[config.mk]
export PLATFORM = sky130hd
export DESIGN_NAME = rcl_cfg_lock
export DESIGN_NICKNAME = d
export VERILOG_FILES = /design/src/pkg/rcl_pkg.sv /design/src/design/rcl_cfg_lock.sv /design/src/design/rcl_ram_bank.sv /design/src/design/rcl_ram_guard.sv
export SDC_FILE = /design/constraint.sdc
export NUM_CORES = 2
export LEC_CHECK = 0
export BUFFER_PORTS_ARGS = -buffer_cell sky130_fd_sc_hd__buf_4
export CORE_ASPECT_RATIO = 0.6
export CORE_MARGIN = 2
export CORE_UTILIZATION = 39
export CTS_CLUSTER_DIAMETER = 150
export DETAILED_ROUTE_END_ITERATION = 12
export PLACE_DENSITY = 0.61
export REMOVE_ABC_BUFFERS = 1
export SLEW_MARGIN = 10
export SYNTH_ARGS = -nofsm -noshare
export SYNTH_HDL_FRONTEND = slang
export SYNTH_HIERARCHICAL = 1
export SYNTH_SLANG_ARGS = --single-unit
[constraint.sdc]
create_clock -name clk_sys -period 4.1 [get_ports clk_sys]
set_input_delay 0 -clock clk_sys [delete_from_list [all_inputs] [get_ports clk_sys]]
set_output_delay 0 -clock clk_sys [all_outputs]
set_load 0.05 [all_outputs]
[src/pkg/rcl_pkg.sv]
package rcl_pkg;

    // ------------------------------------------------------------------
    // Configuration register indexes of the clock logical device.
    // ------------------------------------------------------------------
    localparam logic [7:0] RCL_IDX_ACTIVATE   = 8'h30;
    localparam logic [7:0] RCL_IDX_BASE0_HIGH = 8'h60;
    localparam logic [7:0] RCL_IDX_BASE0_LOW  = 8'h61;
    localparam logic [7:0] RCL_IDX_BASE1_HIGH = 8'h62;
    localparam logic [7:0] RCL_IDX_BASE1_LOW  = 8'h63;
    localparam logic [7:0] RCL_IDX_IRQ_SELECT = 8'h70;
    localparam logic [7:0] RCL_IDX_IRQ_TYPE   = 8'h71;
    localparam logic [7:0] RCL_IDX_DMA0       = 8'h74;
    localparam logic [7:0] RCL_IDX_DMA1       = 8'h75;
    localparam logic [7:0] RCL_IDX_RAM_LOCK   = 8'hF0;
    localparam logic [7:0] RCL_IDX_DAY_ALARM  = 8'hF1;
    localparam logic [7:0] RCL_IDX_MONTH_AL   = 8'hF2;
    localparam logic [7:0] RCL_IDX_CENTURY    = 8'hF3;

    // ------------------------------------------------------------------
    // Reset values and fixed read values.
    // ------------------------------------------------------------------
    localparam logic [7:0] RCL_RST_ACTIVATE   = 8'h00;
    localparam logic [7:0] RCL_RST_BASE0_HIGH = 8'h00;
    localparam logic [7:0] RCL_RST_BASE0_LOW  = 8'h70;
    localparam logic [7:0] RCL_RST_BASE1_HIGH = 8'h00;
    localparam logic [7:0] RCL_RST_BASE1_LOW  = 8'h72;
    localparam logic [7:0] RCL_RST_IRQ_SELECT = 8'h08;
    localparam logic [7:0] RCL_RST_IRQ_TYPE   = 8'h00;
    localparam logic [7:0] RCL_RST_RAM_LOCK   = 8'h00;
    localparam logic [7:0] RCL_RST_OFFSET     = 8'h00;
    localparam logic [7:0] RCL_DMA_REPORT     = 8'h04;
    localparam logic [7:0] RCL_BLOCKED_READ   = 8'hFF;
    localparam logic [7:0] RCL_UNMAPPED_READ  = 8'h00;

    // ------------------------------------------------------------------
    // Field positions and writable masks.
    // ------------------------------------------------------------------
    localparam int         RCL_ACTIVATE_BIT   = 0;
    localparam logic [7:0] RCL_BASE_LOW_MASK  = 8'hFE;
    localparam logic [7:0] RCL_IRQ_TYPE_MASK  = 8'h02;
    localparam logic [7:0] RCL_LOCK_MASK      = 8'hF8;
    localparam logic [7:0] RCL_OFFSET_MASK    = 8'h7F;
    localparam int         RCL_LOCK_EXT_ALL   = 3;
    localparam int         RCL_LOCK_EXT_RD    = 4;
    localparam int         RCL_LOCK_EXT_WR    = 5;
    localparam int         RCL_LOCK_ALL_WR    = 6;
    localparam int         RCL_LOCK_STD_HIGH  = 7;

    // ------------------------------------------------------------------
    // Guarded byte ranges inside the two RAM banks.
    // ------------------------------------------------------------------
    localparam logic [6:0] RCL_EXT_LOW_FIRST  = 7'h00;
    localparam logic [6:0] RCL_EXT_LOW_LAST   = 7'h1F;
    localparam logic [6:0] RCL_STD_HIGH_FIRST = 7'h38;
    localparam logic [6:0] RCL_STD_HIGH_LAST  = 7'h3F;
    localparam int         RCL_RAM_BYTES      = 128;

    // Configuration access as seen behind the index/data mechanism.
    typedef struct packed {
        logic       rd;
        logic       wr;
        logic [7:0] idx;
        logic [7:0] data;
    } rcl_cfg_req_type;

    // Host I/O cycle decoded from the bus.
    typedef struct packed {
        logic        rd;
        logic        wr;
        logic [15:0] addr;
        logic [7:0]  data;
    } rcl_io_req_type;

    // Access to one byte of clock RAM.
    typedef struct packed {
        logic       rd;
        logic       wr;
        logic       ext;
        logic [6:0] idx;
        logic [7:0] data;
    } rcl_ram_req_type;

endpackage : rcl_pkg
[src/design/rcl_cfg_lock.sv]
`timescale 1ns/1ps

module rcl_cfg_lock
    import rcl_pkg::*;
(
    input  wire logic            clk_sys,
    input  wire logic            rst_n,
    input  wire rcl_cfg_req_type cfgReq,
    output logic [7:0]           cfgRdData,
    output logic                 cfgRdValid,
    input  wire rcl_io_req_type  ioReq,
    output logic                 ioHit,
    output logic [7:0]           ioRdData,
    output logic                 ioRdValid,
    output logic                 rtcActive,
    output logic [7:0]           irqSelect,
    output logic [7:0]           irqType,
    output logic [7:0]           ramLock,
    output logic [6:0]           dayAlarmOffset,
    output logic [6:0]           monthAlarmOffset,
    output logic [6:0]           centuryOffset
);

    // ------------------------------------------------------------------
    // Configuration registers.
    // ------------------------------------------------------------------
    logic [7:0] activate_r;
    logic [7:0] activate_nxt;

    // Base pairs; bit 0 of a low byte stays 0.
    logic [7:0] base0High_r;
    logic [7:0] base0High_nxt;

    logic [7:0] base0Low_r;
    logic [7:0] base0Low_nxt;

    logic [7:0] base1High_r;
    logic [7:0] base1High_nxt;

    logic [7:0] base1Low_r;
    logic [7:0] base1Low_nxt;

    logic [7:0] irqSelect_r;
    logic [7:0] irqSelect_nxt;

    logic [7:0] irqType_r;
    logic [7:0] irqType_nxt;

    logic [7:0] ramLock_r;
    logic [7:0] ramLock_nxt;

    logic [7:0] dayOffset_r;
    logic [7:0] dayOffset_nxt;

    logic [7:0] monthOffset_r;
    logic [7:0] monthOffset_nxt;

    logic [7:0] centOffset_r;
    logic [7:0] centOffset_nxt;

    logic [7:0] cfgRdData_r;
    logic [7:0] cfgRdData_nxt;

    logic       cfgRdValid_r;
    logic       cfgRdValid_nxt;

    // Register writes; each field keeps only its writable bits.
    // Taken even while inactive, else activate could never be set.
    always_comb begin
        activate_nxt    = activate_r;
        base0High_nxt   = base0High_r;
        base0Low_nxt    = base0Low_r;
        base1High_nxt   = base1High_r;
        base1Low_nxt    = base1Low_r;
        irqSelect_nxt   = irqSelect_r;
        irqType_nxt     = irqType_r;
        ramLock_nxt     = ramLock_r;
        dayOffset_nxt   = dayOffset_r;
        monthOffset_nxt = monthOffset_r;
        centOffset_nxt  = centOffset_r;
        if (cfgReq.wr) begin
            unique case (cfgReq.idx)
                RCL_IDX_ACTIVATE:   activate_nxt  = cfgReq.data;
                RCL_IDX_BASE0_HIGH: base0High_nxt = cfgReq.data;
                RCL_IDX_BASE0_LOW:  base0Low_nxt  = cfgReq.data & RCL_BASE_LOW_MASK;
                RCL_IDX_BASE1_HIGH: base1High_nxt = cfgReq.data;
                RCL_IDX_BASE1_LOW:  base1Low_nxt  = cfgReq.data & RCL_BASE_LOW_MASK;
                RCL_IDX_IRQ_SELECT: irqSelect_nxt = cfgReq.data;
                RCL_IDX_IRQ_TYPE:   irqType_nxt   = cfgReq.data & RCL_IRQ_TYPE_MASK;
                // Write-one-to-set: a zero never clears a lock, reserved bits stay 0.
                RCL_IDX_RAM_LOCK:   ramLock_nxt = ramLock_r
                    | (cfgReq.data & RCL_LOCK_MASK);
                RCL_IDX_DAY_ALARM:  dayOffset_nxt   = cfgReq.data & RCL_OFFSET_MASK;
                RCL_IDX_MONTH_AL:   monthOffset_nxt = cfgReq.data & RCL_OFFSET_MASK;
                RCL_IDX_CENTURY:    centOffset_nxt  = cfgReq.data & RCL_OFFSET_MASK;
                default: ;
            endcase
        end
    end

    // Read-back; the DMA reports are constants and unmapped indexes give 00h.
    always_comb begin
        cfgRdValid_nxt = cfgReq.rd;
        cfgRdData_nxt  = cfgRdData_r;
        if (cfgReq.rd) begin
            unique case (cfgReq.idx)
                RCL_IDX_ACTIVATE:   cfgRdData_nxt = activate_r;
                RCL_IDX_BASE0_HIGH: cfgRdData_nxt = base0High_r;
                RCL_IDX_BASE0_LOW:  cfgRdData_nxt = base0Low_r;
                RCL_IDX_BASE1_HIGH: cfgRdData_nxt = base1High_r;
                RCL_IDX_BASE1_LOW:  cfgRdData_nxt = base1Low_r;
                RCL_IDX_IRQ_SELECT: cfgRdData_nxt = irqSelect_r;
                RCL_IDX_IRQ_TYPE:   cfgRdData_nxt = irqType_r;
                RCL_IDX_DMA0:       cfgRdData_nxt = RCL_DMA_REPORT;
                RCL_IDX_DMA1:       cfgRdData_nxt = RCL_DMA_REPORT;
                RCL_IDX_RAM_LOCK:   cfgRdData_nxt = ramLock_r;
                RCL_IDX_DAY_ALARM:  cfgRdData_nxt = dayOffset_r;
                RCL_IDX_MONTH_AL:   cfgRdData_nxt = monthOffset_r;
                RCL_IDX_CENTURY:    cfgRdData_nxt = centOffset_r;
                default:            cfgRdData_nxt = RCL_UNMAPPED_READ;
            endcase
        end
    end

    // The host domain reset is the only way back to the reset values.
    always_ff @(posedge clk_sys) begin
        if (!rst_n) begin
            activate_r    <= RCL_RST_ACTIVATE;
            base0High_r   <= RCL_RST_BASE0_HIGH;
            base0Low_r    <= RCL_RST_BASE0_LOW;
            base1High_r   <= RCL_RST_BASE1_HIGH;
            base1Low_r    <= RCL_RST_BASE1_LOW;
            irqSelect_r   <= RCL_RST_IRQ_SELECT;
            irqType_r     <= RCL_RST_IRQ_TYPE;
            ramLock_r     <= RCL_RST_RAM_LOCK;
            dayOffset_r   <= RCL_RST_OFFSET;
            monthOffset_r <= RCL_RST_OFFSET;
            centOffset_r  <= RCL_RST_OFFSET;
            cfgRdData_r   <= RCL_UNMAPPED_READ;
            cfgRdValid_r  <= 1'b0;
        end else begin
            activate_r    <= activate_nxt;
            base0High_r   <= base0High_nxt;
            base0Low_r    <= base0Low_nxt;
            base1High_r   <= base1High_nxt;
            base1Low_r    <= base1Low_nxt;
            irqSelect_r   <= irqSelect_nxt;
            irqType_r     <= irqType_nxt;
            ramLock_r     <= ramLock_nxt;
            dayOffset_r   <= dayOffset_nxt;
            monthOffset_r <= monthOffset_nxt;
            centOffset_r  <= centOffset_nxt;
            cfgRdData_r   <= cfgRdData_nxt;
            cfgRdValid_r  <= cfgRdValid_nxt;
        end
    end

    // ------------------------------------------------------------------
    // Run-time index/data decode.
    // ------------------------------------------------------------------
    logic            active;

    logic [15:0]     base0;
    logic [15:0]     base1;

    // Port hits, gated by activate.
    logic            hitStdIdx;
    logic            hitStdDat;
    logic            hitExtIdx;
    logic            hitExtDat;

    logic [6:0]      stdIdx_r;
    logic [6:0]      stdIdx_nxt;

    logic [6:0]      extIdx_r;
    logic [6:0]      extIdx_nxt;

    logic [7:0]      idxRdData_r;
    logic [7:0]      idxRdData_nxt;

    logic            idxRdValid_r;
    logic            idxRdValid_nxt;

    // Lock filter input and output.
    rcl_ram_req_type ramReq;
    rcl_ram_req_type ramGated;

    logic            ramRdBlock;
    logic [7:0]      ramRdData;
    logic            ramRdValid;

    // Ports follow the programmed bases; odd addresses are the data ports.
    // The match is exact, so a base moves both of its ports.
    always_comb begin
        active    = activate_r[RCL_ACTIVATE_BIT];
        base0     = {base0High_r, base0Low_r};
        base1     = {base1High_r, base1Low_r};
        hitStdIdx = active && (ioReq.addr == base0);
        hitStdDat = active && (ioReq.addr == (base0 | 16'h0001));
        hitExtIdx = active && (ioReq.addr == base1);
        hitExtDat = active && (ioReq.addr == (base1 | 16'h0001));
        ioHit     = (ioReq.rd || ioReq.wr)
                  && (hitStdIdx || hitStdDat || hitExtIdx || hitExtDat);
    end

    // Index latches and their read-back; bit 7 of an index reads zero.
    always_comb begin
        stdIdx_nxt     = stdIdx_r;
        extIdx_nxt     = extIdx_r;
        idxRdValid_nxt = ioReq.rd && (hitStdIdx || hitExtIdx);
        idxRdData_nxt  = idxRdData_r;
        if (ioReq.wr && hitStdIdx) begin
            stdIdx_nxt = ioReq.data[6:0];
        end
        if (ioReq.wr && hitExtIdx) begin
            extIdx_nxt = ioReq.data[6:0];
        end
        if (ioReq.rd && hitStdIdx) begin
            idxRdData_nxt = {1'b0, stdIdx_r};
        end else if (ioReq.rd && hitExtIdx) begin
            idxRdData_nxt = {1'b0, extIdx_r};
        end
    end

    // Index latches restart at zero; the RAM keeps its bytes.
    always_ff @(posedge clk_sys) begin
        if (!rst_n) begin
            stdIdx_r     <= 7'h00;
            extIdx_r     <= 7'h00;
            idxRdData_r  <= RCL_UNMAPPED_READ;
            idxRdValid_r <= 1'b0;
        end else begin
            stdIdx_r     <= stdIdx_nxt;
            extIdx_r     <= extIdx_nxt;
            idxRdData_r  <= idxRdData_nxt;
            idxRdValid_r <= idxRdValid_nxt;
        end
    end

    // Data port access; base1 reaches the extended bank.
    // If both pairs share an address, the standard bank takes the port;
    // the extended bank is then out of reach until a base moves.
    always_comb begin
        ramReq.rd   = ioReq.rd && (hitStdDat || hitExtDat);
        ramReq.wr   = ioReq.wr && (hitStdDat || hitExtDat);
        ramReq.ext  = hitExtDat && !hitStdDat;
        ramReq.idx  = ramReq.ext ? extIdx_r : stdIdx_r;
        ramReq.data = ioReq.data;
    end

    // Lock filtering sits between decode and storage.
    // The guard is pure logic, so a new lock acts on the next access.
    rcl_ram_guard uGuard (
        .reqIn   (ramReq),
        .lock    (ramLock_r),
        .reqOut  (ramGated),
        .rdBlock (ramRdBlock)
    );

    // Storage and read register of both banks.
    rcl_ram_bank uBank (
        .clk_sys (clk_sys),
        .rst_n   (rst_n),
        .req     (ramGated),
        .rdBlock (ramRdBlock),
        .rdData  (ramRdData),
        .rdValid (ramRdValid)
    );

    // ------------------------------------------------------------------
    // Outputs; both read answers come one cycle after the strobe.
    // ------------------------------------------------------------------
    assign cfgRdData        = cfgRdData_r;
    assign cfgRdValid       = cfgRdValid_r;

    assign ioRdData         = idxRdValid_r ? idxRdData_r : ramRdData;
    assign ioRdValid        = idxRdValid_r || ramRdValid;

    // Register values for the clock core.
    assign rtcActive        = active;

    assign irqSelect        = irqSelect_r;
    assign irqType          = irqType_r;
    assign ramLock          = ramLock_r;

    assign dayAlarmOffset   = dayOffset_r[6:0];
    assign monthAlarmOffset = monthOffset_r[6:0];
    assign centuryOffset    = centOffset_r[6:0];

endmodule : rcl_cfg_lock

[src/design/rcl_ram_bank.sv]
`timescale 1ns/1ps

module rcl_ram_bank
    import rcl_pkg::*;
(
    input  wire logic            clk_sys,
    input  wire logic            rst_n,
    input  wire rcl_ram_req_type req,
    input  wire logic            rdBlock,
    output logic [7:0]           rdData,
    output logic                 rdValid
);

    // Battery-backed contents are never cleared by the host reset.
    logic [7:0] stdMem [RCL_RAM_BYTES];
    logic [7:0] extMem [RCL_RAM_BYTES];
    logic [7:0] rdData_r;
    logic [7:0] rdData_nxt;
    logic       rdValid_r;
    logic       rdValid_nxt;

    // Read path; a blocked read returns all ones instead of the byte.
    always_comb begin
        rdValid_nxt = req.rd;
        rdData_nxt  = rdData_r;
        if (req.rd) begin
            if (rdBlock) begin
                rdData_nxt = RCL_BLOCKED_READ;
            end else if (req.ext) begin
                rdData_nxt = extMem[req.idx];
            end else begin
                rdData_nxt = stdMem[req.idx];
            end
        end
    end

    always_ff @(posedge clk_sys) begin
        if (!rst_n) begin
            rdData_r  <= RCL_UNMAPPED_READ;
            rdValid_r <= 1'b0;
        end else begin
            rdData_r  <= rdData_nxt;
            rdValid_r <= rdValid_nxt;
        end
    end

    // Storage write; the guard has already removed locked writes.
    always_ff @(posedge clk_sys) begin
        if (req.wr && req.ext) begin
            extMem[req.idx] <= req.data;
        end
        if (req.wr && !req.ext) begin
            stdMem[req.idx] <= req.data;
        end
    end

    assign rdData  = rdData_r;
    assign rdValid = rdValid_r;

endmodule : rcl_ram_bank

[src/design/rcl_ram_guard.sv]
`timescale 1ns/1ps

module rcl_ram_guard
    import rcl_pkg::*;
(
    input  wire rcl_ram_req_type reqIn,
    input  wire logic [7:0]      lock,
    output rcl_ram_req_type      reqOut,
    output logic                 rdBlock
);

    // True when an index lies inside an inclusive range.
    function automatic logic inRange(input logic [6:0] idx,
                                     input logic [6:0] first,
                                     input logic [6:0] last);
        inRange = (idx >= first) && (idx <= last);
    endfunction : inRange

    logic stdHigh;
    logic extLow;
    logic wrBlock;

    // Lock decode; a blocked write is dropped here so the bank never sees it.
    always_comb begin
        stdHigh = !reqIn.ext && inRange(reqIn.idx, RCL_STD_HIGH_FIRST, RCL_STD_HIGH_LAST);
        extLow  = reqIn.ext && inRange(reqIn.idx, RCL_EXT_LOW_FIRST, RCL_EXT_LOW_LAST);
        wrBlock = lock[RCL_LOCK_ALL_WR]
                | (reqIn.ext && lock[RCL_LOCK_EXT_ALL])
                | (extLow && lock[RCL_LOCK_EXT_WR])
                | (stdHigh && lock[RCL_LOCK_STD_HIGH]);
        rdBlock = (reqIn.ext && lock[RCL_LOCK_EXT_ALL])
                | (extLow && lock[RCL_LOCK_EXT_RD])
                | (stdHigh && lock[RCL_LOCK_STD_HIGH]);
        reqOut    = reqIn;
        reqOut.wr = reqIn.wr && !wrBlock;
    end

endmodule : rcl_ram_guard

==> results.py <==
metrics = {
    "job": {
        "cap_violations": 0,
    },
    "pwr": {
        "power_w": 0.0426,
        "max-vdd-ir-drop_v": 0.000396,
        "p_per_area_nw_per_um2": 401,
        "p_leak_nw": 35.0,
    },
    "sta": {
        "slew_viol_final": 0,
        "finalCritPeriodShare_pct": 105,
        "fmax_ghz": 0.232,
        "post-route-min-period_ns": 4.32,
        "worst_slack_ns": -0.216,
        "finalHoldViolations": 6,
        "skew_ns": 0.0620,
        "slew-limit-headroom_pct": 18.3,
        "setup_viol": 8,
        "holdWs_ns": -0.0299,
        "rsz0062_at_grt": "true",
        "worst_pin_slew_ns": 1.20,
        "setup_tns_ns": -1.26,
    },
    "drt": {
        "wl_um": 289000,
        "post_drt_via_cell_ratio": 6.06,
        "drcViolationCount": 0,
        "drtAntennaViolNets": 0,
        "highest_layer": "met5",
        "dr_total_vias": 54243,
        "avgRoutedWirePerCell_um": 32.3,
        "wl_met3_um": 47100,
        "wl_met2_um": 112000,
        "firstDrtPassIters": 6,
        "drt-met1-wl_um": 124000,
        "drt_iter0_markers": 8609,
    },
    "clock_tree": {
        "cts-root-buf": "clkbuf_16",
        "tritoncts": "yes",
        "clock_path_buffers": 4,
        "htree_num_levels": 4,
        "numCtsBuffers": 194,
        "path_clk_slew_ns": 0.07,
        "cts.sinks": 2161,
        "clkLatencyLatePin_ns": 0.85,
    },
    "logic_synthesis": {
        "syn_inst": 4842,
        "synth_seq_area_share_pct": 74.7,
        "synth_warnings": 6,
        "yosys_register_bits": 2161,
        "ys_types": 88,
        "syn_area_sq_um": 85400,
        "synth_edf_count": 2048,
        "synth.avg_cell_area_sq_um": 17.6,
        "async_reset_ff_share_pct": 0,
        "synth_flop_cell": "edfxtp_1",
    },
    "global_route": {
        "grt_pass1_wl_um": 400000,
        "grt_pass1_vias": 50689,
        "antenna_found_initial": 8,
        "grt_start_max_net_pins": 128,
        "gr-usage-all-layers_pct": 25.1,
        "grt-ovfl-total": 0,
    },
    "placement": {
        "hpwl_um": 191000,
        "dp.cells": 8488,
        "port-buffer-count": 100,
        "gp_congestion": 1.01,
        "dp_slack_ns": -0.921,
    },
    "setup_path": {
        "endpoint_kind": "flop",
        "cp.arrival_ns": 5.02,
        "r2r-end": "uBank/rdData[7]",
        "crit_type": "reg2reg",
        "reg2reg_depth": 16,
        "crit_path_start": "base1High_r[5]",
        "worstPathRequired_ns": 4.81,
        "r2r_start": "base1High_r[5]",
        "cpMaxStageDelayCell": "mux4_2",
        "cp_top_family": "simple AND/OR/NAND/NOR gates",
        "worstPathMaxFanout": 7,
        "cp-start-kind": "flop",
        "cpMostUsedCell": "nand4_1",
        "cpPeakStageDelay_ns": 0.43,
        "path_cells": "xor2_1 > nor4_2 > buf_4 > nand4_1 > nor3_2 > buf_6 > mux2_8 > buf_12 > buf_16 > buf_16 > mux4_2 > nand4_1 > nand4_1 > o31ai_4 > a41oi_2 > o41a_1",
        "critPathBufInv": 5,
        "reg2reg_slack_ns": -0.22,
        "crit_cells": 16,
    },
    "min_path": {
        "hold_path.class": "in2reg",
        "min_from": "ioReq[7]",
        "worstHoldPathCells": 1,
        "worstHoldEndpoint": "uBank/stdMem[77][7]",
    },
    "floorplanning": {
        "die_w_um": 608,
        "rows": 132,
        "core_sq_um": 217000,
        "die_height_um": 366,
        "fp.dieArea_sq_um": 223000,
        "start_util_pct": 39.4,
        "ios": 111,
    },
    "status": {
        "status": "finished, violations left",
        "violations": "negative hold slack, negative setup slack",
    },
    "final_layout": {
        "fin_util_pct": 49.0,
        "fin_nets": 5958,
        "instances_no_fill": 8945,
        "drive_gt1_share_pct": 33.6,
        "fill_cells": 17826,
        "syn2layout_area_growth_pct": 24.4,
    },
}
## report_power, final
group          total, W  switching, W  internal (W)
Sequential       0.0241    0.00000107        0.0241
Combinational  0.000619      0.000515      0.000104
Clock            0.0179       0.00818       0.00970
Total            0.0426       0.00870        0.0339
## through the flow
| stage | area, sq um | hold WS [ns] |
|---|---|---|
| after floorplan | 83500 | 0.0619 |
| after global placement | 97200 | 0.254 |
| after detailed placement | 97200 | 0.248 |
| after CTS | 105000 | 0.00468 |
| after global routing | 106000 | 0.0137 |
| final | 106000 | -0.0299 |
## worst reg2reg max path, cell delays in order, from the launching register on
cell,delay [ns]
dfxtp_2,0.33
xor2_1,0.16
nor4_2,0.33
buf_4,0.16
nand4_1,0.13
nor3_2,0.16
buf_6,0.17
mux2_8,0.42
buf_12,0.17
buf_16,0.16
buf_16,0.15
mux4_2,0.44
nand4_1,0.28
nand4_1,0.44
o31ai_4,0.41
a41oi_2,0.18
o41a_1,0.13
## logic make-up (layout without fill, tap and decap cells)
| kind of cell | count (synthesis) | after routing | share of synthesized area (%) |
|---|---|---|---|
| compound gates | 848 | 848 | 7.31 |
| xor+xnor | 30 | 30 | 0.308 |
| other cells | 1 | 13 | 0.00439 |
| simple gates | 716 | 716 | 3.82 |
| flops | 2161 | 2161 | 74.7 |
| mux | 724 | 724 | 11.6 |
| buf+inv | 362 | 1572 | 2.28 |
## cell type report
cell class | count | area [sq um] | area share [%]
Inverter | 10 | 62.6 | 0.0589
Sequential cell | 2161 | 63800 | 60.0
Multi-Input combinational cell | 2328 | 21100 | 19.9
Clock buffer | 241 | 5140 | 4.84
Antenna cell | 3 | 7.51 | 0.00707
Timing Repair Buffer | 1217 | 11600 | 11.0
Tap cell | 2881 | 3600 | 3.39
Clock inverter | 104 | 847 | 0.798
## synth_stat cells, types with 44 or more instances
| cell | instances | area (sq um) |
|---|---|---|
| a22oi_1 | 178 | 1340 |
| mux2_2 | 147 | 1660 |
| mux2i_1 | 377 | 3770 |
| clkbuf_1 | 135 | 507 |
| buf_2 | 85 | 425 |
| a21oi_1 | 110 | 551 |
| nand2_1 | 132 | 495 |
| nor2_1 | 391 | 1470 |
| o21ai_0 | 110 | 551 |
| nand3_1 | 53 | 265 |
| a221oi_1 | 140 | 1230 |
| mux4_2 | 196 | 4410 |
| buf_4 | 94 | 706 |
| a221o_1 | 44 | 440 |
| dfxtp_1 | 113 | 2260 |
| edfxtp_1 | 2048 | 61500 |
## per-layer routing
| metal | vias to the layer above | GRT usage (%) |
|---|---|---|
| met3 | 415 | 10.3 |
| met1 | 28144 | 39.1 |
| met5 | - | 0 |
| li1 | 21784 | - |
| met4 | 8 | 4.28 |
| met2 | 3892 | 32.6 |
## repair_timing
item | in CTS | in global routing
cloned | 6 | 4
hold endpoints to repair | 556 | 0
hold buffers | 48 | 0
endpoints found under the setup margin | 51 | 2052
setup buffers | 34 | 27
pin swaps | 49 | 60
resized for setup | 212 | 218
## registers in the layout, indices dropped and copies added (netlist names), 8 cells and up
signal / flops
uBank/stdMem: 1024
uBank/extMem: 1024
base1High_r: 8
cfgRdData: 8
irqSelect: 8
base0High_r: 8
activate_r: 8
uBank/rdData: 8
## cells in the final DEF, fill, tap and decap left out, drive strengths merged, types with 22 or more instances in the layout
cell type    count
mux4           197
nand4           26
o22ai           31
mux2           150
a221oi         140
buf           1153
a211oi          22
a221o           44
nand2          132
o221ai          29
a31oi           26
dfxtp          113
o21ai          113
o2bb2ai         25
clkinv          87
dlygate4sd3     48
nand3           59
clkbuf         253
edfxtp        2048
a22oi          178
nor2           394
a21oi          110
a22o            25
mux2i          377
## how the worst max path moves through the flow
stage and end:
2_1_floorplan uBank/rdData[1], 3_5_place_dp uBank/rdData[5], 5_1_grt uBank/rdData[2], 6_report uBank/rdData[7], 3_3_place_gp uBank/rdData[2], 4_1_cts uBank/rdData[7]
Note: power is estimated with default switching activity, not from simulation.
